[src/exec_map.svh]
// Field positions, widths and cycle counts for the execution unit
`ifndef EXEC_MAP_SVH
`define EXEC_MAP_SVH

`define DATA_W 8
`define PROD_W 16
`define PTR_W 16
`define PC_W 24
`define OFS_W 7
`define BIT_SEL_W 3
`define CNT_W 2

`define FLAG_C 0
`define FLAG_Z 1
`define FLAG_N 2
`define FLAG_V 3
`define FLAG_H 5

`define SIGN_BIT 7
`define HALF_BIT 3

`define ALL_ONES 8'hFF
`define CYC_ONE 2'h1
`define CYC_TWO 2'h2
`define CYC_THREE 2'h3
`define CYC_CALL 3'h4
`define PC_STEP_ONE 24'h000001
`define PC_STEP_TWO 24'h000002
`define PC_STEP_THREE 24'h000003

`endif

[src/exec_pkg.sv]
// Types shared by the execution unit and its helpers
package exec_pkg;

   typedef enum logic [4:0] {
      OP_AND_WITH_CONSTANT = 5'h00,
      OP_OR_WITH_CONSTANT = 5'h01,
      OP_SET_MASK_BITS = 5'h02,
      OP_CLEAR_MASK_BITS = 5'h03,
      OP_ZERO_MINUS_TEST = 5'h04,
      OP_MULT_UNSIGNED = 5'h05,
      OP_MULT_SIGNED = 5'h06,
      OP_MULT_SIGNED_BY_UNSIGNED = 5'h07,
      OP_FRAC_MULT_UNSIGNED = 5'h08,
      OP_FRAC_MULT_SIGNED = 5'h09,
      OP_FRAC_MULT_SIGNED_BY_UNSIGNED = 5'h0A,
      OP_POINTER_JUMP = 5'h0B,
      OP_EXTENDED_POINTER_JUMP = 5'h0C,
      OP_POINTER_CALL = 5'h0D,
      OP_EXTENDED_POINTER_CALL = 5'h0E,
      OP_COMPARE_SKIP_EQUAL = 5'h0F,
      OP_COMPARE_IMMEDIATE = 5'h10,
      OP_SKIP_REG_BIT_CLEAR = 5'h11,
      OP_SKIP_REG_BIT_SET = 5'h12,
      OP_SKIP_IO_BIT_CLEAR = 5'h13,
      OP_SKIP_IO_BIT_SET = 5'h14,
      OP_BRANCH_FLAG_SET = 5'h15,
      OP_BRANCH_FLAG_CLEAR = 5'h16
   } op_t;

   typedef enum logic [0:0] {
      ST_IDLE = 1'b0,
      ST_WAIT = 1'b1
   } exec_state_t;

endpackage : exec_pkg

[src/mult_unit.sv]
// Signed, unsigned and mixed 8x8 multiplier with fractional shift
`timescale 1ns/1ps
`include "exec_map.svh"
module mult_unit
   import exec_pkg::*;
(
   // Operands
   input wire logic [`DATA_W-1:0] a,
   input wire logic [`DATA_W-1:0] b,
   // Mode
   input wire logic a_signed,
   input wire logic b_signed,
   input wire logic frac,
   // Result
   output logic [`PROD_W-1:0] product,
   output logic carry,
   output logic zero
);
   logic signed [`DATA_W:0] a_ext;
   logic signed [`DATA_W:0] b_ext;
   logic signed [2*`DATA_W+1:0] full;
   logic [`PROD_W-1:0] raw;

   always_comb
   begin
      a_ext = $signed({a_signed & a[`DATA_W-1], a});
      b_ext = $signed({b_signed & b[`DATA_W-1], b});
      full = a_ext * b_ext;
      raw = full[`PROD_W-1:0];
      // Carry is taken from the top bit before the fractional shift
      carry = raw[`PROD_W-1];
      product = frac ? {raw[`PROD_W-2:0], 1'b0} : raw;
      zero = (product == '0);
   end
endmodule : mult_unit

[src/cmp_unit.sv]
// Eight-bit compare by subtraction, producing the arithmetic flags
`timescale 1ns/1ps
`include "exec_map.svh"
module cmp_unit
   import exec_pkg::*;
(
   // Operands
   input wire logic [`DATA_W-1:0] minuend,
   input wire logic [`DATA_W-1:0] subtrahend,
   // Flags
   output logic flag_z,
   output logic flag_n,
   output logic flag_v,
   output logic flag_c,
   output logic flag_h
);
   logic [`DATA_W-1:0] d;
   logic [`DATA_W-1:0] k;
   logic [`DATA_W-1:0] r;

   always_comb
   begin
      d = minuend;
      k = subtrahend;
      r = d - k;
      flag_z = (r == '0);
      flag_n = r[`SIGN_BIT];
      flag_v = (d[`SIGN_BIT] & ~k[`SIGN_BIT] & ~r[`SIGN_BIT])
               | (~d[`SIGN_BIT] & k[`SIGN_BIT] & r[`SIGN_BIT]);
      flag_c = (~d[`SIGN_BIT] & k[`SIGN_BIT]) | (k[`SIGN_BIT] & r[`SIGN_BIT])
               | (r[`SIGN_BIT] & ~d[`SIGN_BIT]);
      flag_h = (~d[`HALF_BIT] & k[`HALF_BIT]) | (k[`HALF_BIT] & r[`HALF_BIT])
               | (r[`HALF_BIT] & ~d[`HALF_BIT]);
   end
endmodule : cmp_unit

[src/cpu_logic_branch_executor.sv]
// Executes logic, multiply, pointer jump and call, skip and branch operations
`timescale 1ns/1ps
`include "exec_map.svh"

module cpu_logic_branch_executor
   import exec_pkg::*;
(
   // Clock and reset
   input wire logic clk,
   input wire logic rst_b,
   // Issued operation
   input wire logic op_valid,
   input wire op_t op,
   input wire logic [`DATA_W-1:0] dst_val,
   input wire logic [`DATA_W-1:0] src_val,
   input wire logic [`DATA_W-1:0] imm,
   input wire logic [`BIT_SEL_W-1:0] bit_sel,
   input wire logic [`OFS_W-1:0] branch_ofs,
   input wire logic [`DATA_W-1:0] io_val,
   input wire logic next_two_word,
   // Architectural state in
   input wire logic [`DATA_W-1:0] status_flags_in,
   input wire logic [`PTR_W-1:0] z_ptr,
   input wire logic [`DATA_W-1:0] extended_indirect_high,
   input wire logic [`PC_W-1:0] pc_in,
   // Handshake
   output logic ready_q,
   output logic done_q,
   // Register writeback
   output logic wr_en_q,
   output logic [`DATA_W-1:0] wr_data_q,
   output logic prod_en_q,
   output logic [`PROD_W-1:0] prod_data_q,
   // Status writeback
   output logic status_en_q,
   output logic [`DATA_W-1:0] status_flags_q,
   // Program counter and stack
   output logic pc_load_q,
   output logic [`PC_W-1:0] pc_out_q,
   output logic push_en_q,
   output logic [`PC_W-1:0] push_addr_q
);

   // Helpers
   logic [`PROD_W-1:0] m_prod;
   logic m_carry;
   logic m_zero;
   logic m_a_signed;
   logic m_b_signed;
   logic m_frac;
   logic c_z;
   logic c_n;
   logic c_v;
   logic c_c;
   logic c_h;

   mult_unit u_mult (
      .a(dst_val),
      .b(src_val),
      .a_signed(m_a_signed),
      .b_signed(m_b_signed),
      .frac(m_frac),
      .product(m_prod),
      .carry(m_carry),
      .zero(m_zero)
   );

   cmp_unit u_cmp (
      .minuend(dst_val),
      .subtrahend(imm),
      .flag_z(c_z),
      .flag_n(c_n),
      .flag_v(c_v),
      .flag_c(c_c),
      .flag_h(c_h)
   );

   // Logic results put Z N V; V always clears for these operations
   function automatic logic [`DATA_W-1:0] logic_flags(
      input logic [`DATA_W-1:0] status_flags_register,
      input logic [`DATA_W-1:0] res
   );
      logic [`DATA_W-1:0] f;
      f = status_flags_register;
      f[`FLAG_Z] = (res == '0);
      f[`FLAG_N] = res[`DATA_W-1];
      f[`FLAG_V] = 1'b0;
      return f;
   endfunction : logic_flags

   // Skip distance and cycle count depend on the following word count
   function automatic logic [`CNT_W-1:0] skip_cycles(input logic take, input logic two);
      logic [`CNT_W-1:0] c;
      c = `CYC_ONE;
      if (take)
         c = two ? `CYC_THREE : `CYC_TWO;
      return c;
   endfunction : skip_cycles

   function automatic logic [`PC_W-1:0] skip_target(
      input logic [`PC_W-1:0] pc,
      input logic take,
      input logic two
   );
      logic [`PC_W-1:0] t;
      t = pc + `PC_STEP_ONE;
      if (take)
         t = pc + (two ? `PC_STEP_THREE : `PC_STEP_TWO);
      return t;
   endfunction : skip_target

   // Control state
   exec_state_t state_q, state_d;
   logic [2:0] cnt_q, cnt_d;
   logic ready_d;
   logic done_d;
   logic wr_en_d;
   logic prod_en_d;
   logic status_en_d;
   logic pc_load_d;
   logic push_en_d;
   logic [`DATA_W-1:0] wr_data_d;
   logic [`PROD_W-1:0] prod_data_d;
   logic [`DATA_W-1:0] status_flags_d;
   logic [`PC_W-1:0] pc_out_d;
   logic [`PC_W-1:0] push_addr_d;
   // Strobes held while a multi-cycle operation waits
   logic [4:0] pend_q, pend_d;

   logic accept;
   logic [2:0] cyc;
   logic [4:0] fresh;
   logic take;
   logic reg_bit;
   logic io_bit;
   logic status_flags_register_bit;
   logic [`PC_W-1:0] seq_pc;
   logic [`PC_W-1:0] z_target;
   logic [`PC_W-1:0] ez_target;
   logic [`PC_W-1:0] br_target;
   logic [`DATA_W-1:0] lres;

   always_comb
   begin
      accept = op_valid && (state_q == ST_IDLE);
      reg_bit = dst_val[bit_sel];
      io_bit = io_val[bit_sel];
      status_flags_register_bit = status_flags_in[bit_sel];
      seq_pc = pc_in + `PC_STEP_ONE;
      z_target = {{(`PC_W-`PTR_W){1'b0}}, z_ptr};
      ez_target = {extended_indirect_high, z_ptr};
      br_target = pc_in + {{(`PC_W-`OFS_W){branch_ofs[`OFS_W-1]}}, branch_ofs}
                  + `PC_STEP_ONE;
      m_a_signed = (op == OP_MULT_SIGNED) || (op == OP_FRAC_MULT_SIGNED)
                   || (op == OP_MULT_SIGNED_BY_UNSIGNED)
                   || (op == OP_FRAC_MULT_SIGNED_BY_UNSIGNED);
      m_b_signed = (op == OP_MULT_SIGNED) || (op == OP_FRAC_MULT_SIGNED);
      m_frac = (op == OP_FRAC_MULT_UNSIGNED) || (op == OP_FRAC_MULT_SIGNED)
               || (op == OP_FRAC_MULT_SIGNED_BY_UNSIGNED);

      // Defaults: hold data outputs, drop strobes
      state_d = state_q;
      cnt_d = cnt_q;
      pend_d = pend_q;
      ready_d = ready_q;
      done_d = 1'b0;
      wr_en_d = 1'b0;
      prod_en_d = 1'b0;
      status_en_d = 1'b0;
      pc_load_d = 1'b0;
      push_en_d = 1'b0;
      wr_data_d = wr_data_q;
      prod_data_d = prod_data_q;
      status_flags_d = status_flags_q;
      pc_out_d = pc_out_q;
      push_addr_d = push_addr_q;
      cyc = {1'b0, `CYC_ONE};
      fresh = '0;
      take = 1'b0;
      lres = dst_val;

      if (accept)
      begin
         // Fresh strobe order: wr, prod, status, pc, push
         pc_out_d = seq_pc;
         unique case (op)
            OP_AND_WITH_CONSTANT,
            OP_OR_WITH_CONSTANT,
            OP_SET_MASK_BITS,
            OP_CLEAR_MASK_BITS,
            OP_ZERO_MINUS_TEST:
            begin
               unique case (op)
                  OP_AND_WITH_CONSTANT: lres = dst_val & imm;
                  OP_OR_WITH_CONSTANT: lres = dst_val | imm;
                  OP_SET_MASK_BITS: lres = dst_val | imm;
                  OP_CLEAR_MASK_BITS: lres = dst_val & (`ALL_ONES - imm);
                  default: lres = dst_val & dst_val;
               endcase
               wr_data_d = lres;
               status_flags_d = logic_flags(status_flags_in, lres);
               fresh = 5'b10110;
               cyc = {1'b0, `CYC_ONE};
            end
            OP_MULT_UNSIGNED,
            OP_MULT_SIGNED,
            OP_MULT_SIGNED_BY_UNSIGNED,
            OP_FRAC_MULT_UNSIGNED,
            OP_FRAC_MULT_SIGNED,
            OP_FRAC_MULT_SIGNED_BY_UNSIGNED:
            begin
               prod_data_d = m_prod;
               status_flags_d = status_flags_in;
               status_flags_d[`FLAG_Z] = m_zero;
               status_flags_d[`FLAG_C] = m_carry;
               fresh = 5'b01110;
               cyc = {1'b0, `CYC_TWO};
            end
            OP_POINTER_JUMP,
            OP_EXTENDED_POINTER_JUMP:
            begin
               pc_out_d = (op == OP_POINTER_JUMP) ? z_target : ez_target;
               fresh = 5'b00010;
               cyc = {1'b0, `CYC_TWO};
            end
            OP_POINTER_CALL,
            OP_EXTENDED_POINTER_CALL:
            begin
               pc_out_d = (op == OP_POINTER_CALL) ? z_target : ez_target;
               push_addr_d = seq_pc;
               fresh = 5'b00011;
               cyc = `CYC_CALL;
            end
            OP_COMPARE_IMMEDIATE:
            begin
               status_flags_d = status_flags_in;
               status_flags_d[`FLAG_Z] = c_z;
               status_flags_d[`FLAG_N] = c_n;
               status_flags_d[`FLAG_V] = c_v;
               status_flags_d[`FLAG_C] = c_c;
               status_flags_d[`FLAG_H] = c_h;
               fresh = 5'b00110;
               cyc = {1'b0, `CYC_ONE};
            end
            OP_COMPARE_SKIP_EQUAL,
            OP_SKIP_REG_BIT_CLEAR,
            OP_SKIP_REG_BIT_SET,
            OP_SKIP_IO_BIT_CLEAR,
            OP_SKIP_IO_BIT_SET:
            begin
               unique case (op)
                  OP_COMPARE_SKIP_EQUAL: take = (dst_val == src_val);
                  OP_SKIP_REG_BIT_CLEAR: take = ~reg_bit;
                  OP_SKIP_REG_BIT_SET: take = reg_bit;
                  OP_SKIP_IO_BIT_CLEAR: take = ~io_bit;
                  default: take = io_bit;
               endcase
               pc_out_d = skip_target(pc_in, take, next_two_word);
               cyc = {1'b0, skip_cycles(take, next_two_word)};
               fresh = 5'b00010;
            end
            OP_BRANCH_FLAG_SET,
            OP_BRANCH_FLAG_CLEAR:
            begin
               take = (op == OP_BRANCH_FLAG_SET) ? status_flags_register_bit : ~status_flags_register_bit;
               pc_out_d = take ? br_target : seq_pc;
               cyc = take ? {1'b0, `CYC_TWO} : {1'b0, `CYC_ONE};
               fresh = 5'b00010;
            end
            default:
            begin
               // Unknown codes retire as a one-cycle no-operation
               fresh = 5'b00010;
               cyc = {1'b0, `CYC_ONE};
            end
         endcase
         if (cyc == {1'b0, `CYC_ONE})
         begin
            {wr_en_d, prod_en_d, status_en_d, pc_load_d, push_en_d} = fresh;
            done_d = 1'b1;
         end
         else
         begin
            // Results are held so operands may change while waiting
            pend_d = fresh;
            cnt_d = cyc - 3'h1;
            ready_d = 1'b0;
            state_d = ST_WAIT;
         end
      end
      else if (state_q == ST_WAIT)
      begin
         cnt_d = cnt_q - 3'h1;
         if (cnt_q == 3'h1)
         begin
            {wr_en_d, prod_en_d, status_en_d, pc_load_d, push_en_d} = pend_q;
            done_d = 1'b1;
            ready_d = 1'b1;
            pend_d = '0;
            state_d = ST_IDLE;
         end
      end
   end

   always_ff @(posedge clk)
   begin
      if (!rst_b)
      begin
         state_q <= ST_IDLE;
         cnt_q <= '0;
         pend_q <= '0;
         ready_q <= 1'b1;
         done_q <= 1'b0;
         wr_en_q <= 1'b0;
         prod_en_q <= 1'b0;
         status_en_q <= 1'b0;
         pc_load_q <= 1'b0;
         push_en_q <= 1'b0;
         wr_data_q <= '0;
         prod_data_q <= '0;
         status_flags_q <= '0;
         pc_out_q <= '0;
         push_addr_q <= '0;
      end
      else
      begin
         state_q <= state_d;
         cnt_q <= cnt_d;
         pend_q <= pend_d;
         ready_q <= ready_d;
         done_q <= done_d;
         wr_en_q <= wr_en_d;
         prod_en_q <= prod_en_d;
         status_en_q <= status_en_d;
         pc_load_q <= pc_load_d;
         push_en_q <= push_en_d;
         wr_data_q <= wr_data_d;
         prod_data_q <= prod_data_d;
         status_flags_q <= status_flags_d;
         pc_out_q <= pc_out_d;
         push_addr_q <= push_addr_d;
      end
   end

endmodule : cpu_logic_branch_executor

[config.mk]
export PLATFORM = sky130hd
export DESIGN_NAME = cpu_logic_branch_executor
export DESIGN_NICKNAME = d
export VERILOG_FILES = /design/src/exec_pkg.sv /design/src/mult_unit.sv /design/src/cmp_unit.sv /design/src/cpu_logic_branch_executor.sv
export VERILOG_INCLUDE_DIRS = /design/src /design/src/src
export SDC_FILE = /design/constraint.sdc
export NUM_CORES = 1
export LEC_CHECK = 0
export BUFFER_PORTS_ARGS = -buffer_cell sky130_fd_sc_hd__buf_2
export CORE_UTILIZATION = 26
export DETAILED_ROUTE_END_ITERATION = 16
export GPL_TIMING_DRIVEN = 0
export HOLD_SLACK_MARGIN = 0.1
export SKIP_LAST_GASP = 1
export SLEW_MARGIN = 15
export SYNTH_ARGS = -nofsm -noshare
export SYNTH_HDL_FRONTEND = slang
export SYNTH_SLANG_ARGS = --single-unit
[constraint.sdc]
create_clock -name clk -period 6.8 [get_ports clk]
set_input_delay 1.36 -clock clk [delete_from_list [all_inputs] [get_ports clk]]
set_output_delay 1.36 -clock clk [all_outputs]
set_load 0.01 [all_outputs]
**Yosys cells after proc, flatten, opt, wreduce, memory -nomap -nowiden**

Index checks and enable logic that the tools add are counted.

- Bits in registers: 96
- Input port bits: 107
- Output and inout bits: 87
- Logic and storage cells: 172

- Add/subtract/negate cells: 8
- Multiply operators: 1
- Magnitude comparators: 1
- Equal/unequal tests: 26
- Multiplexer cells: 66
- Bitwise gates (word level): 28
- Reduce and logical (&&, ||, !) cells: 27

Operator list:

| cell | count |
|---|---|
| 24-bit two-way mux | 4 |
| 24-bit case mux with 4 select lines | 1 |
| 24-bit by 1-bit adder with 24-bit output (second input constant) | 2 |
| 8-bit case mux with 3 select lines | 2 |
| 5-bit by 4-bit equality test with 1-bit output (second input constant) | 8 |
| 1-bit two-way mux | 40 |
| 5-bit equality test (second input constant) | 7 |
| 24-bit by 2-bit adder with 24-bit output | 1 |
| 24-bit adder | 1 |
| 8-bit bitwise AND | 3 |
| 5-bit by 3-bit equality test with 1-bit output (second input constant) | 4 |
| 5-bit two-way mux | 4 |
| 5-bit case mux with 4 select lines | 1 |
| 16-bit logical NOT | 1 |
| 8-bit logical NOT | 2 |
| 9-bit by 9-bit multiplier with 16-bit output | 1 |
| 16-bit two-way mux | 1 |
| 8-bit two-way mux | 2 |
| 3-bit two-way mux | 4 |
| 3-bit case mux with 4 select lines | 1 |
| 1-bit bitwise AND | 11 |
| 5-bit by 2-bit equality test with 1-bit output (second input constant) | 2 |
| 2-bit AND reduction | 5 |
| 5-bit OR reduction | 2 |
| other kinds (23) | 47 |

**Logic depth before layout (Yosys ltp)**

Gate-level depths: netlist of run 1.

- Word-level depth: 12
- Mapped depth: 24
- Depth with buffers taken out: 22

**Modules after synthesis**

Synthesis of run 1 repeated with hierarchy kept, for this count alone.

- Cell total of the unflattened synthesis: 1266
- Area total of the unflattened synthesis: 10301.1 um^2

By module, submodules not included:

| module | instances | cells each | area each (um^2) | seq. area each (um^2) |
|---|---|---|---|---|
| cpu_logic_branch_executor | 1 | 870 | 6885.4 | 1921.8 |
| mult_unit | 1 | 344 | 2987.9 | 0.0 |
| cmp_unit | 1 | 52 | 427.9 | 0.0 |

**Worst setup path after synthesis of run 1**

No wires, ideal clock.

- Path type: in2reg
- Start: input port op[2]
- End: register status_flags_q[1]
- Library setup time: 0.069 ns
- Arrival time: 7.342 ns
- Data required time: 6.731 ns
- Path slack: -0.610 ns
- Cell stages on the path: 21
- Buffers on the path: 1
- Cell sequence: clkbuf_1 nor2b_1 o21ai_0 a211oi_1 nand2_1 fa_1 fa_1 inv_1 fa_1 fa_1 inv_1 fa_1 inv_1 ha_1 nor2b_1 nor2_1 xnor2_1 or4_1 or4_1 or4_1 o21ai_1

- Cells in the longest elaborated chain, start to end: 9
- Elaborated cells between the ends (all ways): 32
- Those cells by class: mul (1); eq/ne (11); mux (5); bitwise (2); reduce/logical (13)

RTL lines:

| item | line | source |
|---|---|---|
| start: declaration | cpu_logic_branch_executor.sv:13 | `input wire op_t op,` |
| 5-bit by 3-bit equality test with 1-bit output / 5-bit by 4-bit equality test with 1-bit output (equally long branches) | - |  |
| 1-bit logical OR | cpu_logic_branch_executor.sv:154, cpu_logic_branch_executor.sv:157 |  |
| 1-bit logical OR | cpu_logic_branch_executor.sv:155 | `\|\| (op == OP_MULT_SIGNED_BY_UNSIGNED)` |
| 1-bit logical OR | cpu_logic_branch_executor.sv:156 | `\|\| (op == OP_FRAC_MULT_SIGNED_BY_UNSIGNED);` |
| 1-bit bitwise AND | mult_unit.sv:26 | `` a_ext = $signed({a_signed & a[`DATA_W-1], a}); `` |
| 9-bit by 9-bit multiplier with 16-bit output | mult_unit.sv:28 | `full = a_ext * b_ext;` |
| 16-bit two-way mux | mult_unit.sv:32 | `` product = frac ? {raw[`PROD_W-2:0], 1'b0} : raw; `` |
| 16-bit logical NOT | mult_unit.sv:33 | `zero = (product == '0);` |
| 8-bit case mux with 3 select lines | cpu_logic_branch_executor.sv:186 | `unique case (op)` |
| end signal: assignment | cpu_logic_branch_executor.sv:339 | `status_flags_q <= status_flags_d;` |
| end: declaration | cpu_logic_branch_executor.sv:36 | `` output logic [`DATA_W-1:0] status_flags_q, `` |

Parallel ways exist; a longest one is shown, timed or not. The select of a mux whose other input is x is not followed.
A chain may end at the register's enable or synchronous reset.

**Final worst setup path of run 1**

- Start: input port op[3]
- End: register status_flags_q[1]

The elaborated chain is that of the path after synthesis.

==> results summary, run 1 <==
The layout overhead on the synthesized area came out at 20.0%. For this run, global-route usage on met2 was measured as ~31%. The horizontal die dimension came out at 202 microns. Entering global routing, the biggest net connects 20 pins.

The via count of the first global-routing pass came out at 10499. The number of top-level design ports is approximately 190. The initial standard-cell utilization of the core is between 20% and 30%. The time the final worst path needs with I/O delays and setup is between 6 and 7 ns. In this run the power spent charging and discharging nets is 0.00105 W. The routed length per placed instance came out at 19.5 microns.

The required time of the critical path is a little over 7 ns. The die area came out at a little over 0.04 sq mm. The clock passes through at most 2 buffers. The total count of max-transition violations in the final report came to 0. The number of maximum-capacitance violations came out at 0. The pre-CTS setup slack is -0.815 ns. The least setup slack across all paths after layout came out at -0.0135 ns.

The height of the chip came out at just over 200 microns. Clock skew on the completed layout was measured at between 0.01 and 0.015 ns. The HPWL after detailed placement is around 32000 microns. Yosys attributes the largest share of cell area to sky130_fd_sc_hd__dfxtp_1, sky130_fd_sc_hd__fa_1, sky130_fd_sc_hd__ha_1, sky130_fd_sc_hd__nor2_1, sky130_fd_sc_hd__xnor2_1.

Of all nets on the critical path, the largest fanout is 8. The number of buffer cells added on primary ports is between 150 and 200. Headroom to the max-slew limit came out at between 30% and 40%. The internal portion of the total power is roughly 0.0014 W.

Leaving out fill and tap cells, the most frequent cells in the layout are sky130_fd_sc_hd__buf_2, sky130_fd_sc_hd__nor2_1, sky130_fd_sc_hd__inv_1. The number of hold violations in the final report came out at 0. The insertion delay of the later-clocked pin in the worst-skew pair came out at between 0.3 and 0.4 ns.

The root cell of the clock tree is sky130_fd_sc_hd__clkbuf_16. The tightest min-delay check is of the flop to flop type. Setup repair after global routing could not meet its margin everywhere.

The fraction of the cycle the final worst path needs came out at 100%. The count of final setup violators came out at 1. The leakage power summed over all cells came out at approximately 5.4 nW. STA classifies the critical path startpoint as an input pin. In this run, CTS created clock tree buffers numbering 9.

The TritonCTS clock tree is built. The number of antenna violations at the first check in global routing was 4. The distinct cell type count after synthesis is 78. The number of remaining DRC errors came out at 0.

For this run, the leading register cell type out of synthesis is sky130_fd_sc_hd__dfxtp_1. The count of nets after finishing is 1765. The commonest non-fill, non-tap cell in the layout is sky130_fd_sc_hd__buf_2. The met3 layer usage reported by global route is roughly 4.3%. The number of core rows came out at 72. The clock drives 96 sinks. The synthesized design spends more area on one cell type than any other, namely sky130_fd_sc_hd__dfxtp_1. The peak ir drop on the vdd network came out at roughly 0.11 mV.

The peak-usage layer in the global routing report is met2. Routability-driven placement finished with a final weighted congestion of 0.918. Before antenna repair, the detailed router went through 5 iterations. The final reports fail on negative setup slack. The share of post-route cells with drive strength above 1 came out at between 10% and 20%. Combinational logic is responsible for 52.3% of the overall power.

The clock share of power is between 20 and 25%. The count of flip-flops with a built-in enable after synthesis came out at 0. The netlist area before placement is about 0.010 sq mm. The count of nets left with antenna violations after detail routing came out at 0.

The mean cell area of the mapped netlist came out at between 7 and 8 sq um. The post-synth net total came out at between 1500 and 2000. The net switching fraction of the power is 43.4%.

The tightest hold margin came out at between 0.4 and 0.5 ns. The slew at the pin closest to its max-slew limit is 0.921 ns. The global-route usage over all layers came out at a little under 20%.

The first global-routing pass estimated a little over 60000 microns of wire. The maximum frequency from static timing analysis is between 100 and 150 MHz. Across all layers, the routed design uses just over 10000 vias. For this run the aggregate overflow at the end of global routing stands at 0. STA puts the critical path data arrival time at 7.11 ns. The number of instances in the synthesized netlist came out at 1299.

The instance area after placement is 0.0121 sq mm. The run finished, with violations left. The top cell type by area accounts for 18.5% of the synthesized area. The number of DRC violations after detailed-routing iteration 0 is 795. After clock tree synthesis, the clock-pin slew on the worst setup and hold paths is around 0.080 ns.

The power density normalized to cell area is ~200 mW/mm^2. Counting flops and latches in the post-synthesis netlist gives 96. Sequential cells were found to cover 18.5% of the synthesized design area. STA classifies the critical path endpoint as a flop.

For this run, global-route usage on met1 was measured as around a quarter. The completed layout was analyzed and its total power is between 0.002 and 0.0025 W. The summed negative setup slack over all endpoints is -0.0135 ns.

After floorplanning, the core was sized to cover 0.0390 sq mm. The critical path class is input pin to flop. The fraction of registers with async set or reset after synthesis came out at 0%. The H-tree was split into 3 levels.

After routing the design area is around 0.012 sq mm. The sequential share of power came out at between 20 and 30%. For this run, the number of Yosys warnings is 0.

For this block, the routed nets add up to ~40000 microns of wire. The via count normalized by instance count came out at 5.12.
==> cell type report <==
cell class | instances | area [sq um]
Multi-Input combinational cell | 1008 | 7790
Antenna cell | 2 | 5.00
Fill cell | 4169 | 26600
Sequential cell | 96 | 1920
Clock inverter | 7 | 75.1
Clock buffer | 9 | 225
Timing Repair Buffer | 198 | 1010
Inverter | 116 | 435
Tap cell | 518 | 648
Buffer | 74 | 342
==> worst max-delay path, cell delays in order <==
cell                       delay (ns)
sky130_fd_sc_hd__buf_2           0.14
sky130_fd_sc_hd__buf_8           0.14
sky130_fd_sc_hd__nor2b_4         0.15
sky130_fd_sc_hd__nand2_1         0.08
sky130_fd_sc_hd__a211o_1         0.27
sky130_fd_sc_hd__clkbuf_8        0.15
sky130_fd_sc_hd__nand2b_4        0.15
sky130_fd_sc_hd__fa_1            0.48
sky130_fd_sc_hd__fa_1            0.55
sky130_fd_sc_hd__inv_1           0.05
sky130_fd_sc_hd__fa_1            0.44
sky130_fd_sc_hd__fa_1            0.49
sky130_fd_sc_hd__inv_1           0.05
sky130_fd_sc_hd__fa_1            0.48
sky130_fd_sc_hd__inv_2           0.05
sky130_fd_sc_hd__ha_4            0.27
sky130_fd_sc_hd__nor2b_4         0.14
sky130_fd_sc_hd__nor2_1          0.06
sky130_fd_sc_hd__xnor2_1         0.16
sky130_fd_sc_hd__or4_1           0.53
sky130_fd_sc_hd__or4_1           0.40
sky130_fd_sc_hd__or4_1           0.43
sky130_fd_sc_hd__o21ai_1         0.10
==> cells in the mapped netlist, types with 9 or more instances <==
cell,instances
sky130_fd_sc_hd__xnor2_1,51
sky130_fd_sc_hd__xor2_1,24
sky130_fd_sc_hd__and2_1,47
sky130_fd_sc_hd__nand4_1,13
sky130_fd_sc_hd__nand3_1,26
sky130_fd_sc_hd__mux2i_1,19
sky130_fd_sc_hd__a21oi_1,76
sky130_fd_sc_hd__o21a_1,10
sky130_fd_sc_hd__and3_1,14
sky130_fd_sc_hd__o211ai_1,11
sky130_fd_sc_hd__nor2_1,139
sky130_fd_sc_hd__nand2b_1,13
sky130_fd_sc_hd__ha_1,88
sky130_fd_sc_hd__fa_1,67
sky130_fd_sc_hd__o32ai_1,10
sky130_fd_sc_hd__nor2b_1,13
sky130_fd_sc_hd__nand2_1,113
sky130_fd_sc_hd__inv_1,116
sky130_fd_sc_hd__nor3_1,15
sky130_fd_sc_hd__a211oi_1,38
sky130_fd_sc_hd__a31oi_1,9
sky130_fd_sc_hd__o21ai_0,70
sky130_fd_sc_hd__clkbuf_1,69
sky130_fd_sc_hd__dfxtp_1,96
sky130_fd_sc_hd__a221oi_1,24
==> worst paths after layout <==
| kind | end | slack [ns] | start | cells after the start |
|---|---|---|---|---|
| min reg2reg | prod_data_q[7] | 0.46 | prod_data_q[7] | 2 |
| min | prod_data_q[7] | 0.46 | prod_data_q[7] | 2 |
| max | status_flags_q[1] | -0.01 | op[3] | 23 |
| max reg2reg | status_flags_q[1] | 3.99 | state_q | 9 |
==> cell families (layout without fill, tap and decap cells) <==
family                   count (synthesis)  count (layout)  share of synthesized area (%)
AO/OA/AOI/OAI                          323             323                           20.9
XOR/XNOR                                75              75                           6.33
adder cells (fa/ha/maj)                155             155                           23.5
buffers and inverters                  195             404                           7.28
flip-flops                              96              96                           18.5
multiplexers                            31              31                           3.92
other                                    0               2                              0
AND/OR/NAND/NOR                        424             424                           19.5
==> state kept, by name (all words and copies together) (netlist names) <==
register and cells:
cnt_q 3, done_q 1, pc_load_q 1, pc_out_q 24, pend_q 5, prod_data_q 16, prod_en_q 1, push_addr_q 24
push_en_q 1, ready_q 1, state_q 1, status_en_q 1, status_flags_q 8, wr_data_q 8, wr_en_q 1
==> metrics by stage <==
stage	instances	util (%)
CTS	2024	31.8
global placement	2006	30.9
finish	2028	31.9
global route	2028	31.9
floorplan	1299	-
detailed placement	2006	30.9
==> power by group through the flow <==
stage	Combinational (W)	Sequential, W	Clock, W
after floorplan	0.000866	0.000638	0
after global placement	0.00123	0.000631	0
after detailed placement	0.00124	0.000631	0
after CTS	0.00125	0.000618	0.000544
after global routing	0.00142	0.000622	0.000561
final	0.00127	0.000619	0.000535
==> layer usage <==
layer / share of wire, % / up-vias
met4: 3.9 / 4
met3: 7.0 / 79
met5: 0.063 / -
li1: - / 4930
met2: 44 / 392
met1: 45 / 4988
==> what timing repair did <==
action                                  in CTS  in global routing
gates resized for setup                      7                  7
endpoints found under the setup margin       2                  1
setup buffers                                4                  5
hold buffers                                 0                  0
pin swaps                                    2                  2
No activity file was read; power rests on OpenSTA's default activity.
==> run 2: changes to the inputs <==
Settings changed: ABC_AREA from default to 1.
==> results summary, run 2 <==
The library cell used most frequently in the layout, excluding fill and tap cells, is sky130_fd_sc_hd__nand2_1. In this run, distinct cell masters in the synthesized netlist total 52. In this run the deepest clock path goes through 2 buffers. The met3 layer usage reported by global route came out at under 10%. The largest net degree at the start of global routing came out at 20.

By count the netlist is led by sky130_fd_sc_hd__nand2_1, sky130_fd_sc_hd__inv_1, sky130_fd_sc_hd__nor2_1. The footprint of the multi-input gates came out at ~0.008 sq mm. The combined flip-flop and latch cell area is ~0.0019 sq mm. The tightest hold margin is between 0.4 and 0.5 ns.

The portion of synthesized cell area occupied by the leading cell type came out at between 15 and 20%. The global-route usage over all layers came out at between 10% and 20%. The critical path capture point type is a flop.

Using the TritonRoute via totals, the vias-per-cell ratio works out to approximately 4.6. The count of nets after finishing came out at 2243. The number of top-level design ports came out at slightly below 200. The endpoint identified for the worst register-to-register timing path is pc_out_q[7]. The number of buffer cells added on primary ports is between 150 and 200. The flop-to-flop setup slack is between 4 and 5 ns. After clock tree synthesis, the clock-pin slew on the worst setup and hold paths is approximately 0.09 ns.

The count of TritonRoute iterations in the first routing pass is 5. Synthesis produced a netlist with a net count of 2040. The time the final worst path needs with I/O delays and setup came out at 6.40 ns. The final global-route overflow total is 0. The cell seen most often among critical-path stages is sky130_fd_sc_hd__nand2_1.

After the first detailed-routing iteration, the DRC count stood at between 600 and 700. The highest fanout seen on the critical path came out at 8. The leakage power summed over all cells is 7.36 nW. The die is roughly 210 microns wide.

The count of warnings emitted by yosys came out at 0. The clock arrives with approximately 0.02 ns of skew. The area of the core came out at 0.0431 sq mm. The total placed cells including tap cells came out at 2555. The longest individual stage delay on the worst path is 0.54 ns. The slew at the pin closest to its max-slew limit came out at 0.924 ns. Post-CTS timing repair inserted 0 buffers for setup. The number of synthesized register bits is 96.

Summing every instance area after synthesis gives 0.0114 sq mm. The number of buffer and inverter stages on the critical path is 9. The number of fill cells came out at around 4800. The count of nets left with antenna violations after detail routing is 0.

For this block, the routed nets add up to roughly 42000 microns of wire. Of all cell types, the one taking the most synthesized area is sky130_fd_sc_hd__dfxtp_1. The initial standard-cell utilization of the core is between 20% and 30%. The depth of the worst hold-timing path came out at 2. The met2 track demand over resource in global routing is ~30%. In this design, the largest share of critical-path delay is due to adder cells. Summing internal, switching and leakage power gives ~0.0025 W. The tree is rooted in a sky130_fd_sc_hd__clkbuf_16.

Of all flip-flops after synthesis, the portion carrying an async set or reset was 0%. The library cells used most frequently in the layout, excluding fill and tap cells, are sky130_fd_sc_hd__nand2_1, sky130_fd_sc_hd__inv_1, sky130_fd_sc_hd__buf_2. Based on the critical path, the design can be clocked at up to around 160 MHz. The run finished with clean final reports. Across the VDD grid, the largest voltage drop is 0.109 mV. The TritonCTS clock tree is built. The clock reaches the later pin of the worst-skew pair after 0.36 ns. The slowest stage of the critical path is the sky130_fd_sc_hd__fa_1 cell. From bottom edge to top edge, the die measures approximately 210 microns. The global-route track usage on met1 came out at between 20% and 30%. The most critical setup path has its startpoint at op[0]. The count of flip-flops with a built-in enable after synthesis came out at 0. In this run the worst hold path is classified as flop to flop. The critical path class is input pin to flop. The CTS buffer count came out at 9. The final instance count without filler cells is between 2000 and 3000.

The arrival time at the worst endpoint is 6.67 ns. In the routed design, unresolved DRC markers number 0. The final estimated routing congestion in global placement came out at 0.920.

The number of core rows is 76. The total count of max-transition violations in the final report came to 0. The count of final setup violators is 0. The share of post-route cells with drive strength above 1 came out at 14.0%. The part of the Yosys area used for sequential elements is ~17%. For the worst setup path, the data required time is 7.07 ns. CTS built an H-tree with a depth of 3. The number of antenna violations at the first check in global routing is 4.

The worst slew margin relative to its limit came out at roughly two fifths. In the final layout, the registers with the most flip-flops are pc_out_q (24), push_addr_q (24), prod_data_q (16). The cell with the most instances after synthesis is sky130_fd_sc_hd__nand2_1.

The number of maximum-capacitance violations is 0. The layout overhead on the synthesized area is 17.9%. The number of vias after detailed routing is about 12000. The routed length per placed instance is 16.3 microns. The element type at the critical path start is an input pin. After synthesis, the mean cell area works out to 6.39 sq um. The die covers 0.0445 sq mm.

The HPWL after detailed placement came out at ~36000 microns. Cells fill 31.1% of the core in the end. The most used flip-flop cell after synthesis is sky130_fd_sc_hd__dfxtp_1.

In this run the critical register-to-register path is launched from state_q. The clock sink count is between 90 and 100. The number of instances in the synthesized netlist is 1778. Counting buffers and inverters, the worst setup path is 34 cells deep. In this run the worst setup path terminates at status_flags_q[1].

By area the synthesized netlist is led by sky130_fd_sc_hd__dfxtp_1, sky130_fd_sc_hd__nand2_1, sky130_fd_sc_hd__fa_1, sky130_fd_sc_hd__inv_1, sky130_fd_sc_hd__ha_1. The via count of the first global-routing pass came to between 10000 and 15000. The power density normalized to cell area came out at roughly 190 mW/mm^2.

The number of hold violations in the final report is 0. The fraction of the cycle the final worst path needs is between 90% and 100%. The layer flagged by global routing as most heavily used is met2. The count of cells along the worst register-to-register path is 7. The first global-routing pass estimated approximately 64000 microns of wire.
[run 2: final cells by class]
type | instances | area share [%]
antenna | 3 | 0.0561
buffer | 51 | 2.08
clock buffer | 9 | 1.68
clock inverter | 7 | 0.551
inverter | 339 | 9.54
multi-input combinational | 1292 | 59.1
sequential | 96 | 14.4
tap | 585 | 5.47
timing repair buffer | 192 | 7.18
[run 2: per-stage QoR]
| step | cell area (sq um) | TNS, ns | setup WS, ns |
|---|---|---|---|
| after floorplan | 11400 | 0 | 0.486 |
| after global placement | 13000 | -0.586 | -0.295 |
| after detailed placement | 13000 | -0.733 | -0.356 |
| after CTS | 13300 | 0 | 0.0169 |
| after global routing | 13400 | -0.0246 | -0.0246 |
| final | 13400 | 0 | 0.398 |
[run 2: cells by family after synthesis]
family,share of synthesized area (%)
AOI/OAI and AO/OA,13.3
and+or+nand+nor,30.2
DFF,16.9
xor gates and xnor gates,4.24
buffers and inverters,13.7
muxes,0.0992
adders and majority gates,21.5
[run 2: layer usage]
| layer | wire length (microns) | vias up |
|---|---|---|
| li1 | - | 5994 |
| met1 | 19100 | 5531 |
| met2 | 19200 | 330 |
| met3 | 2520 | 59 |
| met4 | 1240 | 2 |
| met5 | 8 | - |
[run 2: report_power, final]
group / leakage, nW / internal [W] / total, W / switching (W)
logic: 6.44 / 0.000505 / 0.00139 / 0.000881
registers: 0.784 / 0.000599 / 0.000625 / 0.0000255
clock network: 0.140 / 0.000260 / 0.000525 / 0.000265
[run 2: worst min-delay path by stage]
stage	start	slack [ns]	end
finish	pend_q[0]	0.45	push_en_q
CTS	pend_q[0]	0.45	push_en_q
floorplan	pend_q[0]	0.43	push_en_q
global placement	ready_q	0.44	ready_q
global route	pend_q[0]	0.46	push_en_q
detailed placement	pend_q[0]	0.45	push_en_q
[run 2: tightest hold or removal path, stage by stage, from the launching register on]
cell,delay (ns)
sky130_fd_sc_hd__dfxtp_1,0.30
sky130_fd_sc_hd__nand2_1,0.07
sky130_fd_sc_hd__nor2_1,0.05
[run 2: timing repair]
| item | 4_1_cts | 5_1_grt |
|---|---|---|
| gates resized for setup | 0 | 11 |
| hold buffers | 0 | 0 |
| setup endpoints to repair | 0 | 4 |
